<file path="config.mk">
export PLATFORM = sky130hd
export DESIGN_NAME = flash_program_erase_control
export DESIGN_NICKNAME = d
export VERILOG_FILES = /design/src/verilog/flash_program_erase_control.v
export VERILOG_INCLUDE_DIRS = /design/src /design/src/verilog
export SDC_FILE = /design/constraint.sdc
export NUM_CORES = 2
export LEC_CHECK = 0
export ABC_AREA = 1
export BUFFER_PORTS_ARGS = -buffer_cell sky130_fd_sc_hd__buf_2
export CORE_MARGIN = 4
export CORE_UTILIZATION = 45
export CTS_CLUSTER_DIAMETER = 80
export CTS_CLUSTER_SIZE = 25
export DETAILED_ROUTE_END_ITERATION = 16
export GPL_ROUTABILITY_DRIVEN = 0
export HOLD_SLACK_MARGIN = 0.05
export PLACE_DENSITY = 0.56
export SLEW_MARGIN = 20
export SYNTH_ARGS = -nofsm -noshare
export SYNTH_HDL_FRONTEND = slang
export SYNTH_SLANG_ARGS = --single-unit
</file>
<file path="constraint.sdc">
create_clock -name core_clk_i -period 37.8 [get_ports core_clk_i]
set_clock_uncertainty 0.2 [all_clocks]
set_input_delay 5.67 -clock core_clk_i [delete_from_list [all_inputs] [get_ports core_clk_i]]
set_output_delay 5.67 -clock core_clk_i [all_outputs]
set_load 0.01 [all_outputs]
</file>
<file path="src/verilog/flash_pec_defs.vh">
`ifndef FLASH_PEC_DEFS_VH
`define FLASH_PEC_DEFS_VH
`define OP_PAGE_PROGRAM   8'h02
`define OP_QUAD_PROG_A    8'h32
`define OP_QUAD_PROG_B    8'h38
`define OP_SECTOR_ERASE_A 8'hD7
`define OP_SECTOR_ERASE_B 8'h20
`define OP_HALF_BLOCK     8'h52
`define OP_FULL_BLOCK     8'hD8
`define OP_CHIP_ERASE_A   8'hC7
`define OP_CHIP_ERASE_B   8'h60
`define OP_WRITE_ENABLE   8'h06
`define OP_STATUS_READ    8'h05
`define OPCODE_LAST_BIT   6'h07
`define ADDR_LAST_BIT     6'h1F
`define OPCODE_ONLY_BITS  6'h08
`define OPCODE_ADDR_BITS  6'h20
`define BITCNT_MAX        6'h3F
`define ERASE_SECTOR      2'h0
`define ERASE_HALF_BLOCK  2'h1
`define ERASE_FULL_BLOCK  2'h2
`define ERASE_CHIP        2'h3
`define SECTOR_MASK       22'h3FF000
`define HALF_BLOCK_MASK   22'h3F8000
`define FULL_BLOCK_MASK   22'h3F0000
`define PROT_ALL_LEVEL    4'h7
`define PROT_BLOCKS_TOTAL 7'h40
`define SERIAL_BYTE_LAST  3'h7
`define QUAD_BYTE_LAST    3'h4
`define RESET_BYTE_IDX    8'h00
`define LAST_BYTE_IDX     8'hFF
`endif

</file>
<file path="src/verilog/flash_program_erase_control.v">
// What this block does
// - Page program opcode writes 1..256 bytes.
// - Program into protected page is ignored.
// - Cycle starts at chip select rise only.
// - While busy, only status read accepted.
// - Busy flag one during cycle, else zero.
// - Over 256 bytes wrap; last 256 kept.
// - Start anywhere; unsent page bytes untouched.
// - Program only clears bits; erase sets.
// - Erase sets region ones; uniform sectors, blocks.
// - Latch clears when any write completes.
// - Half and full block erase opcodes.
// - Chip erase needs latch, no address.
// - Chip erase refused when protected; flags set.
// - Write enable opcode sets the latch.
// - Latch comes out of reset cleared.
// - Every write operation requires the latch.
// - Status read returns status, allowed while busy.
// - Bits sampled on serial clock rising edge.
`timescale 1ns/10ps
`default_nettype none
`include "flash_pec_defs.vh"

module pec_fifo #(
	parameter WIDTH = 30,
	parameter DEPTH = 16,
	parameter AW    = 4
) (
	input  wire             clk_i,
	input  wire             srst_i,
	input  wire             in_valid_i,
	output wire             in_ready_o,
	input  wire [WIDTH-1:0] in_data_i,
	output reg              out_valid_o,
	input  wire             out_ready_i,
	output reg  [WIDTH-1:0] out_data_o,
	output wire             busy_o
);
	reg [WIDTH-1:0] mem [0:DEPTH-1];
	reg [AW-1:0]    wp_r;
	reg [AW-1:0]    rp_r;
	reg [AW:0]      cnt_r;
	wire            push;
	wire            pop;

	assign in_ready_o = (cnt_r < DEPTH[AW:0]);
	assign push       = in_valid_i & in_ready_o;
	// The output stage is a register so the consumer never sees array read logic.
	assign pop        = (cnt_r != {(AW+1){1'b0}}) & (~out_valid_o | out_ready_i);
	assign busy_o     = out_valid_o | (cnt_r != {(AW+1){1'b0}});

	always @(posedge clk_i) begin
		if (push) begin
			mem[wp_r] <= in_data_i;
		end
		if (srst_i) begin
			wp_r        <= {AW{1'b0}};
			rp_r        <= {AW{1'b0}};
			cnt_r       <= {(AW+1){1'b0}};
			out_valid_o <= 1'b0;
			out_data_o  <= {WIDTH{1'b0}};
		end else begin
			if (push) begin
				wp_r <= wp_r + {{(AW-1){1'b0}}, 1'b1};
			end
			if (pop) begin
				rp_r       <= rp_r + {{(AW-1){1'b0}}, 1'b1};
				out_data_o <= mem[rp_r];
			end
			if (pop) begin
				out_valid_o <= 1'b1;
			end else if (out_ready_i) begin
				out_valid_o <= 1'b0;
			end
			cnt_r <= cnt_r + {{AW{1'b0}}, push} - {{AW{1'b0}}, pop};
		end
	end
endmodule

module flash_program_erase_control #(
	parameter FIFO_DEPTH = 16,
	parameter FIFO_AW    = 4
) (
	input  wire        core_clk_i,
	input  wire        srst_i,
	input  wire        sclk_i,
	input  wire        cs_n_i,
	input  wire [3:0]  io_i,
	output reg  [3:0]  io_o,
	output reg  [3:0]  io_oe_o,
	input  wire [3:0]  block_protect_bits_i,
	input  wire        quad_enable_i,
	input  wire        err_clear_i,
	output reg         write_enable_latch_o,
	output reg         write_in_progress_o,
	output reg         erase_error_o,
	output reg         protection_error_flag_o,
	output wire        mem_wr_valid_o,
	output wire [21:0] mem_wr_addr_o,
	output wire [7:0]  mem_wr_data_o,
	input  wire        mem_wr_ready_i,
	output reg         erase_req_o,
	output reg  [21:0] erase_base_o,
	output reg  [1:0]  erase_size_o,
	input  wire        erase_ack_i
);
	localparam PH_OP   = 3'h0;
	localparam PH_ADDR = 3'h1;
	localparam PH_DATA = 3'h2;
	localparam PH_STAT = 3'h3;
	localparam PH_IGN  = 3'h4;
	localparam SQ_IDLE  = 2'h0;
	localparam SQ_LOAD  = 2'h1;
	localparam SQ_DRAIN = 2'h2;
	localparam SQ_ERASE = 2'h3;

	reg [2:0]   sclk_s_r;
	reg [2:0]   cs_s_r;
	reg [3:0]   io_s1_r;
	reg [3:0]   io_s2_r;
	reg [2:0]   phase_r;
	reg [7:0]   op_r;
	reg [5:0]   bitcnt_r;
	reg [23:0]  addr_r;
	reg [7:0]   shf_r;
	reg [2:0]   bcnt_r;
	reg [7:0]   wptr_r;
	reg         got_data_r;
	reg [2:0]   statbit_r;
	reg [7:0]   page_buf [0:255];
	reg [255:0] page_vld_r;
	reg [1:0]   sq_r;
	reg [7:0]   idx_r;
	reg [13:0]  page_r;

	wire       sclk_rise = sclk_s_r[1] & ~sclk_s_r[2];
	wire       sclk_fall = ~sclk_s_r[1] & sclk_s_r[2];
	wire       cs_low    = ~cs_s_r[1];
	wire       frame_end = cs_s_r[1] & ~cs_s_r[2];
	wire [7:0] op_nxt    = {op_r[6:0], io_s2_r[0]};
	wire [23:0] addr_nxt = {addr_r[22:0], io_s2_r[0]};
	wire       busy      = (sq_r != SQ_IDLE);
	wire       is_quad   = (op_r == `OP_QUAD_PROG_A) | (op_r == `OP_QUAD_PROG_B);
	wire       is_prog   = (op_r == `OP_PAGE_PROGRAM) | is_quad;
	wire       is_sect   = (op_r == `OP_SECTOR_ERASE_A) | (op_r == `OP_SECTOR_ERASE_B);
	wire       is_chip   = (op_r == `OP_CHIP_ERASE_A) | (op_r == `OP_CHIP_ERASE_B);
	wire       is_blk    = (op_r == `OP_HALF_BLOCK) | (op_r == `OP_FULL_BLOCK) | is_sect;
	wire [7:0] sh_in     = is_quad ? {shf_r[3:0], io_s2_r} : {shf_r[6:0], io_s2_r[0]};
	wire       byte_done = is_quad ? (bcnt_r == `QUAD_BYTE_LAST) : (bcnt_r == `SERIAL_BYTE_LAST);
	wire [7:0] status    = {1'b0, quad_enable_i, block_protect_bits_i, write_enable_latch_o, busy};
	wire [21:0] erase_at = (op_r == `OP_HALF_BLOCK) ? (addr_r[21:0] & `HALF_BLOCK_MASK) :
	                       (op_r == `OP_FULL_BLOCK) ? (addr_r[21:0] & `FULL_BLOCK_MASK) :
	                       (addr_r[21:0] & `SECTOR_MASK);
	wire       fifo_in_valid = (sq_r == SQ_LOAD) & page_vld_r[idx_r];
	wire       fifo_in_ready;
	wire       fifo_busy;
	wire       prog_ok = is_prog & (phase_r == PH_DATA) & got_data_r & (bcnt_r == 3'h0) &
	                     (~is_quad | quad_enable_i) & write_enable_latch_o;

	// Protection covers the top 64 Kbyte blocks; each level doubles the span.
	function prot;
		input [3:0] bp;
		input [5:0] blk;
		reg   [6:0] lim;
		begin
			lim  = `PROT_BLOCKS_TOTAL - (7'h01 << (bp - 4'h1));
			prot = (bp >= `PROT_ALL_LEVEL) | ((bp != 4'h0) & ({1'b0, blk} >= lim));
		end
	endfunction

	always @(posedge core_clk_i) begin
		if (srst_i) begin
			sclk_s_r <= 3'h0;
			cs_s_r   <= 3'h7;
			io_s1_r  <= 4'h0;
			io_s2_r  <= 4'h0;
		end else begin
			sclk_s_r <= {sclk_s_r[1:0], sclk_i};
			cs_s_r   <= {cs_s_r[1:0], cs_n_i};
			io_s1_r  <= io_i;
			io_s2_r  <= io_s1_r;
		end
	end

	always @(posedge core_clk_i) begin
		if (~srst_i & cs_low & sclk_rise & (phase_r == PH_DATA) & byte_done) begin
			page_buf[wptr_r] <= sh_in;
		end
	end

	always @(posedge core_clk_i) begin
		if (srst_i) begin
			phase_r    <= PH_OP;
			op_r       <= 8'h00;
			bitcnt_r   <= 6'h00;
			addr_r     <= 24'h000000;
			shf_r      <= 8'h00;
			bcnt_r     <= 3'h0;
			wptr_r     <= `RESET_BYTE_IDX;
			got_data_r <= 1'b0;
			statbit_r  <= 3'h0;
			page_vld_r <= {256{1'b0}};
			io_o       <= 4'h0;
			io_oe_o    <= 4'h0;
		end else if (~cs_low) begin
			phase_r  <= PH_OP;
			bitcnt_r <= 6'h00;
			io_oe_o  <= 4'h0;
		end else begin
			if (sclk_rise) begin
				if ((phase_r != PH_DATA) & (bitcnt_r != `BITCNT_MAX)) begin
					bitcnt_r <= bitcnt_r + 6'h01;
				end
				case (phase_r)
					PH_OP: begin
						op_r <= op_nxt;
						if (bitcnt_r == 6'h00) begin
							got_data_r <= 1'b0;
						end
						if (bitcnt_r == `OPCODE_LAST_BIT) begin
							statbit_r <= 3'h0;
							if (op_nxt == `OP_STATUS_READ) begin
								phase_r <= PH_STAT;
							end else if (busy) begin
								phase_r <= PH_IGN;
							end else if ((op_nxt == `OP_PAGE_PROGRAM) | (op_nxt == `OP_QUAD_PROG_A) |
							             (op_nxt == `OP_QUAD_PROG_B)) begin
								phase_r    <= PH_ADDR;
								page_vld_r <= {256{1'b0}};
							end else if ((op_nxt == `OP_SECTOR_ERASE_A) | (op_nxt == `OP_SECTOR_ERASE_B) |
							             (op_nxt == `OP_HALF_BLOCK) | (op_nxt == `OP_FULL_BLOCK)) begin
								phase_r <= PH_ADDR;
							end else begin
								phase_r <= PH_IGN;
							end
						end
					end
					PH_ADDR: begin
						addr_r <= addr_nxt;
						if (bitcnt_r == `ADDR_LAST_BIT) begin
							phase_r <= is_prog ? PH_DATA : PH_IGN;
							wptr_r  <= addr_nxt[7:0];
							bcnt_r  <= 3'h0;
						end
					end
					PH_DATA: begin
						shf_r <= sh_in;
						if (byte_done) begin
							page_vld_r[wptr_r] <= 1'b1;
							wptr_r             <= wptr_r + 8'h01;
							got_data_r         <= 1'b1;
							bcnt_r             <= 3'h0;
						end else begin
							bcnt_r <= bcnt_r + (is_quad ? 3'h4 : 3'h1);
						end
					end
					default: begin
					end
				endcase
			end
			if (sclk_fall & (phase_r == PH_STAT)) begin
				io_o[1]    <= status[3'h7 - statbit_r];
				io_oe_o[1] <= 1'b1;
				statbit_r  <= statbit_r + 3'h1;
			end
		end
	end

	pec_fifo #(
		.WIDTH (30),
		.DEPTH (FIFO_DEPTH),
		.AW    (FIFO_AW)
	) u_fifo (
		.clk_i       (core_clk_i),
		.srst_i      (srst_i),
		.in_valid_i  (fifo_in_valid),
		.in_ready_o  (fifo_in_ready),
		.in_data_i   ({page_r, idx_r, page_buf[idx_r]}),
		.out_valid_o (mem_wr_valid_o),
		.out_ready_i (mem_wr_ready_i),
		.out_data_o  ({mem_wr_addr_o, mem_wr_data_o}),
		.busy_o      (fifo_busy)
	);

	always @(posedge core_clk_i) begin
		if (srst_i) begin
			sq_r                    <= SQ_IDLE;
			idx_r                   <= `RESET_BYTE_IDX;
			page_r                  <= 14'h0000;
			write_enable_latch_o    <= 1'b0;
			write_in_progress_o     <= 1'b0;
			erase_error_o           <= 1'b0;
			protection_error_flag_o <= 1'b0;
			erase_req_o             <= 1'b0;
			erase_base_o            <= 22'h000000;
			erase_size_o            <= `ERASE_SECTOR;
		end else begin
			// A refusal in the same cycle as a clear keeps the flags set.
			if (err_clear_i) begin
				erase_error_o           <= 1'b0;
				protection_error_flag_o <= 1'b0;
			end
			case (sq_r)
				SQ_IDLE: begin
					if (frame_end) begin
						if ((op_r == `OP_WRITE_ENABLE) & (bitcnt_r == `OPCODE_ONLY_BITS)) begin
							write_enable_latch_o <= 1'b1;
						end else if (prog_ok & ~prot(block_protect_bits_i, addr_r[21:16])) begin
							sq_r                <= SQ_LOAD;
							idx_r               <= `RESET_BYTE_IDX;
							page_r              <= addr_r[21:8];
							write_in_progress_o <= 1'b1;
						end else if (is_blk & (bitcnt_r == `OPCODE_ADDR_BITS) & write_enable_latch_o &
						             ~prot(block_protect_bits_i, addr_r[21:16])) begin
							sq_r                <= SQ_ERASE;
							erase_req_o         <= 1'b1;
							erase_base_o        <= erase_at;
							erase_size_o        <= is_sect ? `ERASE_SECTOR :
							                       (op_r == `OP_HALF_BLOCK) ? `ERASE_HALF_BLOCK : `ERASE_FULL_BLOCK;
							write_in_progress_o <= 1'b1;
						end else if (is_chip & (bitcnt_r == `OPCODE_ONLY_BITS) & write_enable_latch_o) begin
							if (block_protect_bits_i != 4'h0) begin
								erase_error_o           <= 1'b1;
								protection_error_flag_o <= 1'b1;
							end else begin
								sq_r                <= SQ_ERASE;
								erase_req_o         <= 1'b1;
								erase_base_o        <= 22'h000000;
								erase_size_o        <= `ERASE_CHIP;
								write_in_progress_o <= 1'b1;
							end
						end
					end
				end
				SQ_LOAD: begin
					// Only supplied bytes are pushed; the array ANDs them in, clearing bits only.
					if (~page_vld_r[idx_r] | fifo_in_ready) begin
						idx_r <= idx_r + 8'h01;
						if (idx_r == `LAST_BYTE_IDX) begin
							sq_r <= SQ_DRAIN;
						end
					end
				end
				SQ_DRAIN: begin
					if (~fifo_busy) begin
						sq_r                 <= SQ_IDLE;
						write_in_progress_o  <= 1'b0;
						write_enable_latch_o <= 1'b0;
					end
				end
				SQ_ERASE: begin
					if (erase_ack_i) begin
						sq_r                 <= SQ_IDLE;
						erase_req_o          <= 1'b0;
						write_in_progress_o  <= 1'b0;
						write_enable_latch_o <= 1'b0;
					end
				end
				default: begin
					sq_r <= SQ_IDLE;
				end
			endcase
		end
	end
endmodule
`default_nettype wire
</file>
==> metrics.txt <==
nets@finish=10,100; number of rows created at floorplan=188; period utilization=23.7%; clock latency at the later pin of the worst-skew pair=0.87 ns; clock transition at the registers of the reported paths=0.10 ns; count of cells along the worst register-to-register path=13; setup tns final=0 ns; Gates resized, CTS repair=0; worst vdd rail ir drop=0.0000548 V; buffering stage count on the worst path with inverters included=4; area of the core=263,000 µm²; post-synthesis instance total=10,400; post-detail-place hpwl=200 mm; effective utilization at floorplan=45.3%; setup violators final=0; post-DR wirelength/cell=26.3 µm; post-cts hold buffer count=0; wire length of the first global-routing pass=525 mm; number of global-route vias before repair=78,600; required time at the worst-slack endpoint=38.10 ns; achievable clock frequency=0.112 GHz; FILL cells=23,400; kind of end point of the critical path=flip-flop; number of DRC violations after detailed routing=0; CTS tree=yes; final-layout worst hold slack=0.199 ns; global route total overflow=0; largest net degree at the start of global routing=229; number of enable-type register cells in the synthesized netlist=2,528; number of cells traversed by the worst hold path=2; delay of the slowest critical-path stage=0.88 ns; result of the run=finished clean; post-detailed-route count of antenna-violating nets=0; yosys synthesis warning count=0; top_reg_cell synth=sky130_fd_sc_hd__edfxtp_1; share of async-settable or async-resettable flops after synthesis=0%; CTS Buf Count=152; number of max-capacitance violations reported=0; gate family responsible for the most delay along the worst path=buffers and inverters; width of the die=522 µm; post-synth cell types=42; critical path's most frequent cell=sky130_fd_sc_hd__buf_4; Min Clock Period, post-route=8.96 ns; DR iter-0 viols=10,800; area enclosed by the die boundary=273,000 µm²; Critical Path Fanout Max=57; slowest library cell on the worst path=sky130_fd_sc_hd__buf_4; start-to-end type of the worst setup path=in -> reg; total instance count after detailed placement=13,400; Final Max Tran Viols=0; layout cell share with drive strength beyond 1=6.15%; Static Leak=45.8 nW; kind of start point of the critical path=primary input; Layout Area Growth over Synthesis=7.09%; total setup buffers inserted after CTS=0; first-pass detailed-route iteration total=8; total global routing track utilization=25.5%; power density of the placed cells=45.8 nW/µm²; count of port buffers added during placement=65; Via density=6.07; flip-flop and latch count after synthesis=2,954; number of antenna violations at the first check in global routing=9; final wirelength=359 mm; Cell Area, Synth=119,000 µm²; number of cells on the critical path=6; register area share after synthesis=71.0%; worst hold path type=reg -> reg; # clock sinks=2,954; cell breakdown of the critical path=buf_4, inv_2, nand3_4, buf_4, buf_4, nor3_1; RSZ-0062 raised after global routing=no; worst endpoint data arrival time=9.26 ns; clock tree root driver cell=sky130_fd_sc_hd__clkbuf_16; maximum number of buffers from clock root to sink=3; vias=82,700; total area of multi-input combinational cells=30,500 µm²; Layout Cells excl Fill=13,600; CTS HTree Levels=4; slew margin rel.=19.7%; Chip Height=522 µm; mean area per synthesized cell=11.4 µm²; footprint of the flip-flops and latches=84,500 µm²; count of boundary I/O pins=84; Hold Violations, Final=0; actual slew at the worst max-slew pin=1.20 ns
where the power goes:
part / internal [mW] / total [mW] / switching, mW
registers: 3.50 / 3.54 / 0.0322
logic: 0.111 / 0.363 / 0.252
clock network: 0.860 / 1.94 / 1.08
cell usage in the layout (no fill, tap or decap), types with 11 or more instances in the layout:
cell type                   count
sky130_fd_sc_hd__buf_12        11
sky130_fd_sc_hd__clkbuf_1      22
sky130_fd_sc_hd__nor2_2        24
sky130_fd_sc_hd__o22ai_1      732
sky130_fd_sc_hd__nand3_1      468
sky130_fd_sc_hd__ha_1          28
sky130_fd_sc_hd__nand2_1      717
sky130_fd_sc_hd__inv_1        279
sky130_fd_sc_hd__conb_1        18
sky130_fd_sc_hd__dfxtp_1      414
sky130_fd_sc_hd__bufinv_16     11
sky130_fd_sc_hd__nor3_1       223
sky130_fd_sc_hd__buf_4        160
sky130_fd_sc_hd__nor3_2        56
sky130_fd_sc_hd__nor2_4        18
sky130_fd_sc_hd__a31oi_1      202
sky130_fd_sc_hd__o21ai_0     1623
sky130_fd_sc_hd__clkbuf_16    155
sky130_fd_sc_hd__nor2_1      1959
sky130_fd_sc_hd__inv_6         14
sky130_fd_sc_hd__o21ai_1       19
sky130_fd_sc_hd__edfxtp_1    2528
sky130_fd_sc_hd__a21oi_1      192
sky130_fd_sc_hd__inv_2         24
sky130_fd_sc_hd__buf_2         64
final cells by class:
class                   instances  share of cell area (%)
diodes                          5                 0.00982
clock buffers                 178                    3.12
clock inverters                76                   0.791
inverters                     313                   0.949
multi-input cells            6361                    24.0
flip-flops and latches       2954                    66.3
well taps                    3515                    3.45
repair buffers                237                    1.39
worst paths after layout:
check                           slack (ns)               end        from
worst max-delay path                 28.84   page_buf[51][1]      srst_i
worst min-delay path                  0.20        io_s2_r[0]  io_s1_r[0]
worst max register to register       31.35  u_fifo.mem[8][4]   flip-flop
worst min register to register        0.20        io_s2_r[0]  io_s1_r[0]
cell usage after synthesis (all sizes together), types with 2 or more instances:
cell    number  area, µm²
ha          28        350
nand2      721       2710
nand3b       2       15.0
o22ai      732       4580
o211ai      10       75.1
clkbuf     565       2120
and3         3       18.8
nor3       280       1410
xor2         6       52.6
o31ai        2       15.0
a21oi      193        970
clkinv       7       26.3
or2         12       75.1
a311oi       2       17.5
nor2      2001       7520
edfxtp    2528      75900
a31oi      202       1260
buf        235       1300
o311ai       2       17.5
xnor2        4       35.0
nor4         8       50.1
nand4       10       62.6
nand3      469       2350
o21ai     1649       8250
a211oi       3       22.5
inv        306       1150
dfxtp      426       8530
per-layer routing:
layer | vias to the layer above | GRT usage (%) | share of wire (%)
met3 | 546 | 3.92 | 8.1
li1 | 36700 | - | -
met1 | 41500 | 35.8 | 42
met2 | 3920 | 40.9 | 47
met4 | 0 | 8.14 | 3.0
met5 | - | 0 | 0
through the flow:
stage               worst slack, ns  util [%]  power (mW)  cell area (µm²)
finish                        28.84      48.5        5.84           127000
global route                  28.81      48.5        6.05           127000
detailed placement            28.11      46.5        3.98           122000
CTS                           29.03      48.4        5.88           127000
global placement              28.15      46.5        3.97           122000
floorplan                     24.45         -        3.85           119000
flip-flops by register name, summed over array words and instances, names as in the netlist, 10 cells and up, named ones only:
register	flops
page_vld_r	256
erase_base_o	10
u_fifo.mem	480
page_r	14
page_buf	2048
addr_r	22
u_fifo.out_data_o	30
kinds of logic after synthesis:
family	after synthesis	synth area share [%]
AND/OR/NAND/NOR	3507	12.0
flip-flops	2954	71.0
AO/OA/AOI/OAI	2797	12.8
buffers and inverters	1113	3.87
adder cells (fa/ha/maj)	29	0.311
XOR/XNOR	10	0.0736
other	1	0.00315
worst min-delay path, delay by kind of cell, from the launching register on:
| family | cells | cell delay, ns |
|---|---|---|
| flip-flops | 1 | 0.31 |
| AND/OR/NAND/NOR | 1 | 0.03 |
| buffers and inverters | 1 | 0.04 |
(Power assumes the default switching activity.)
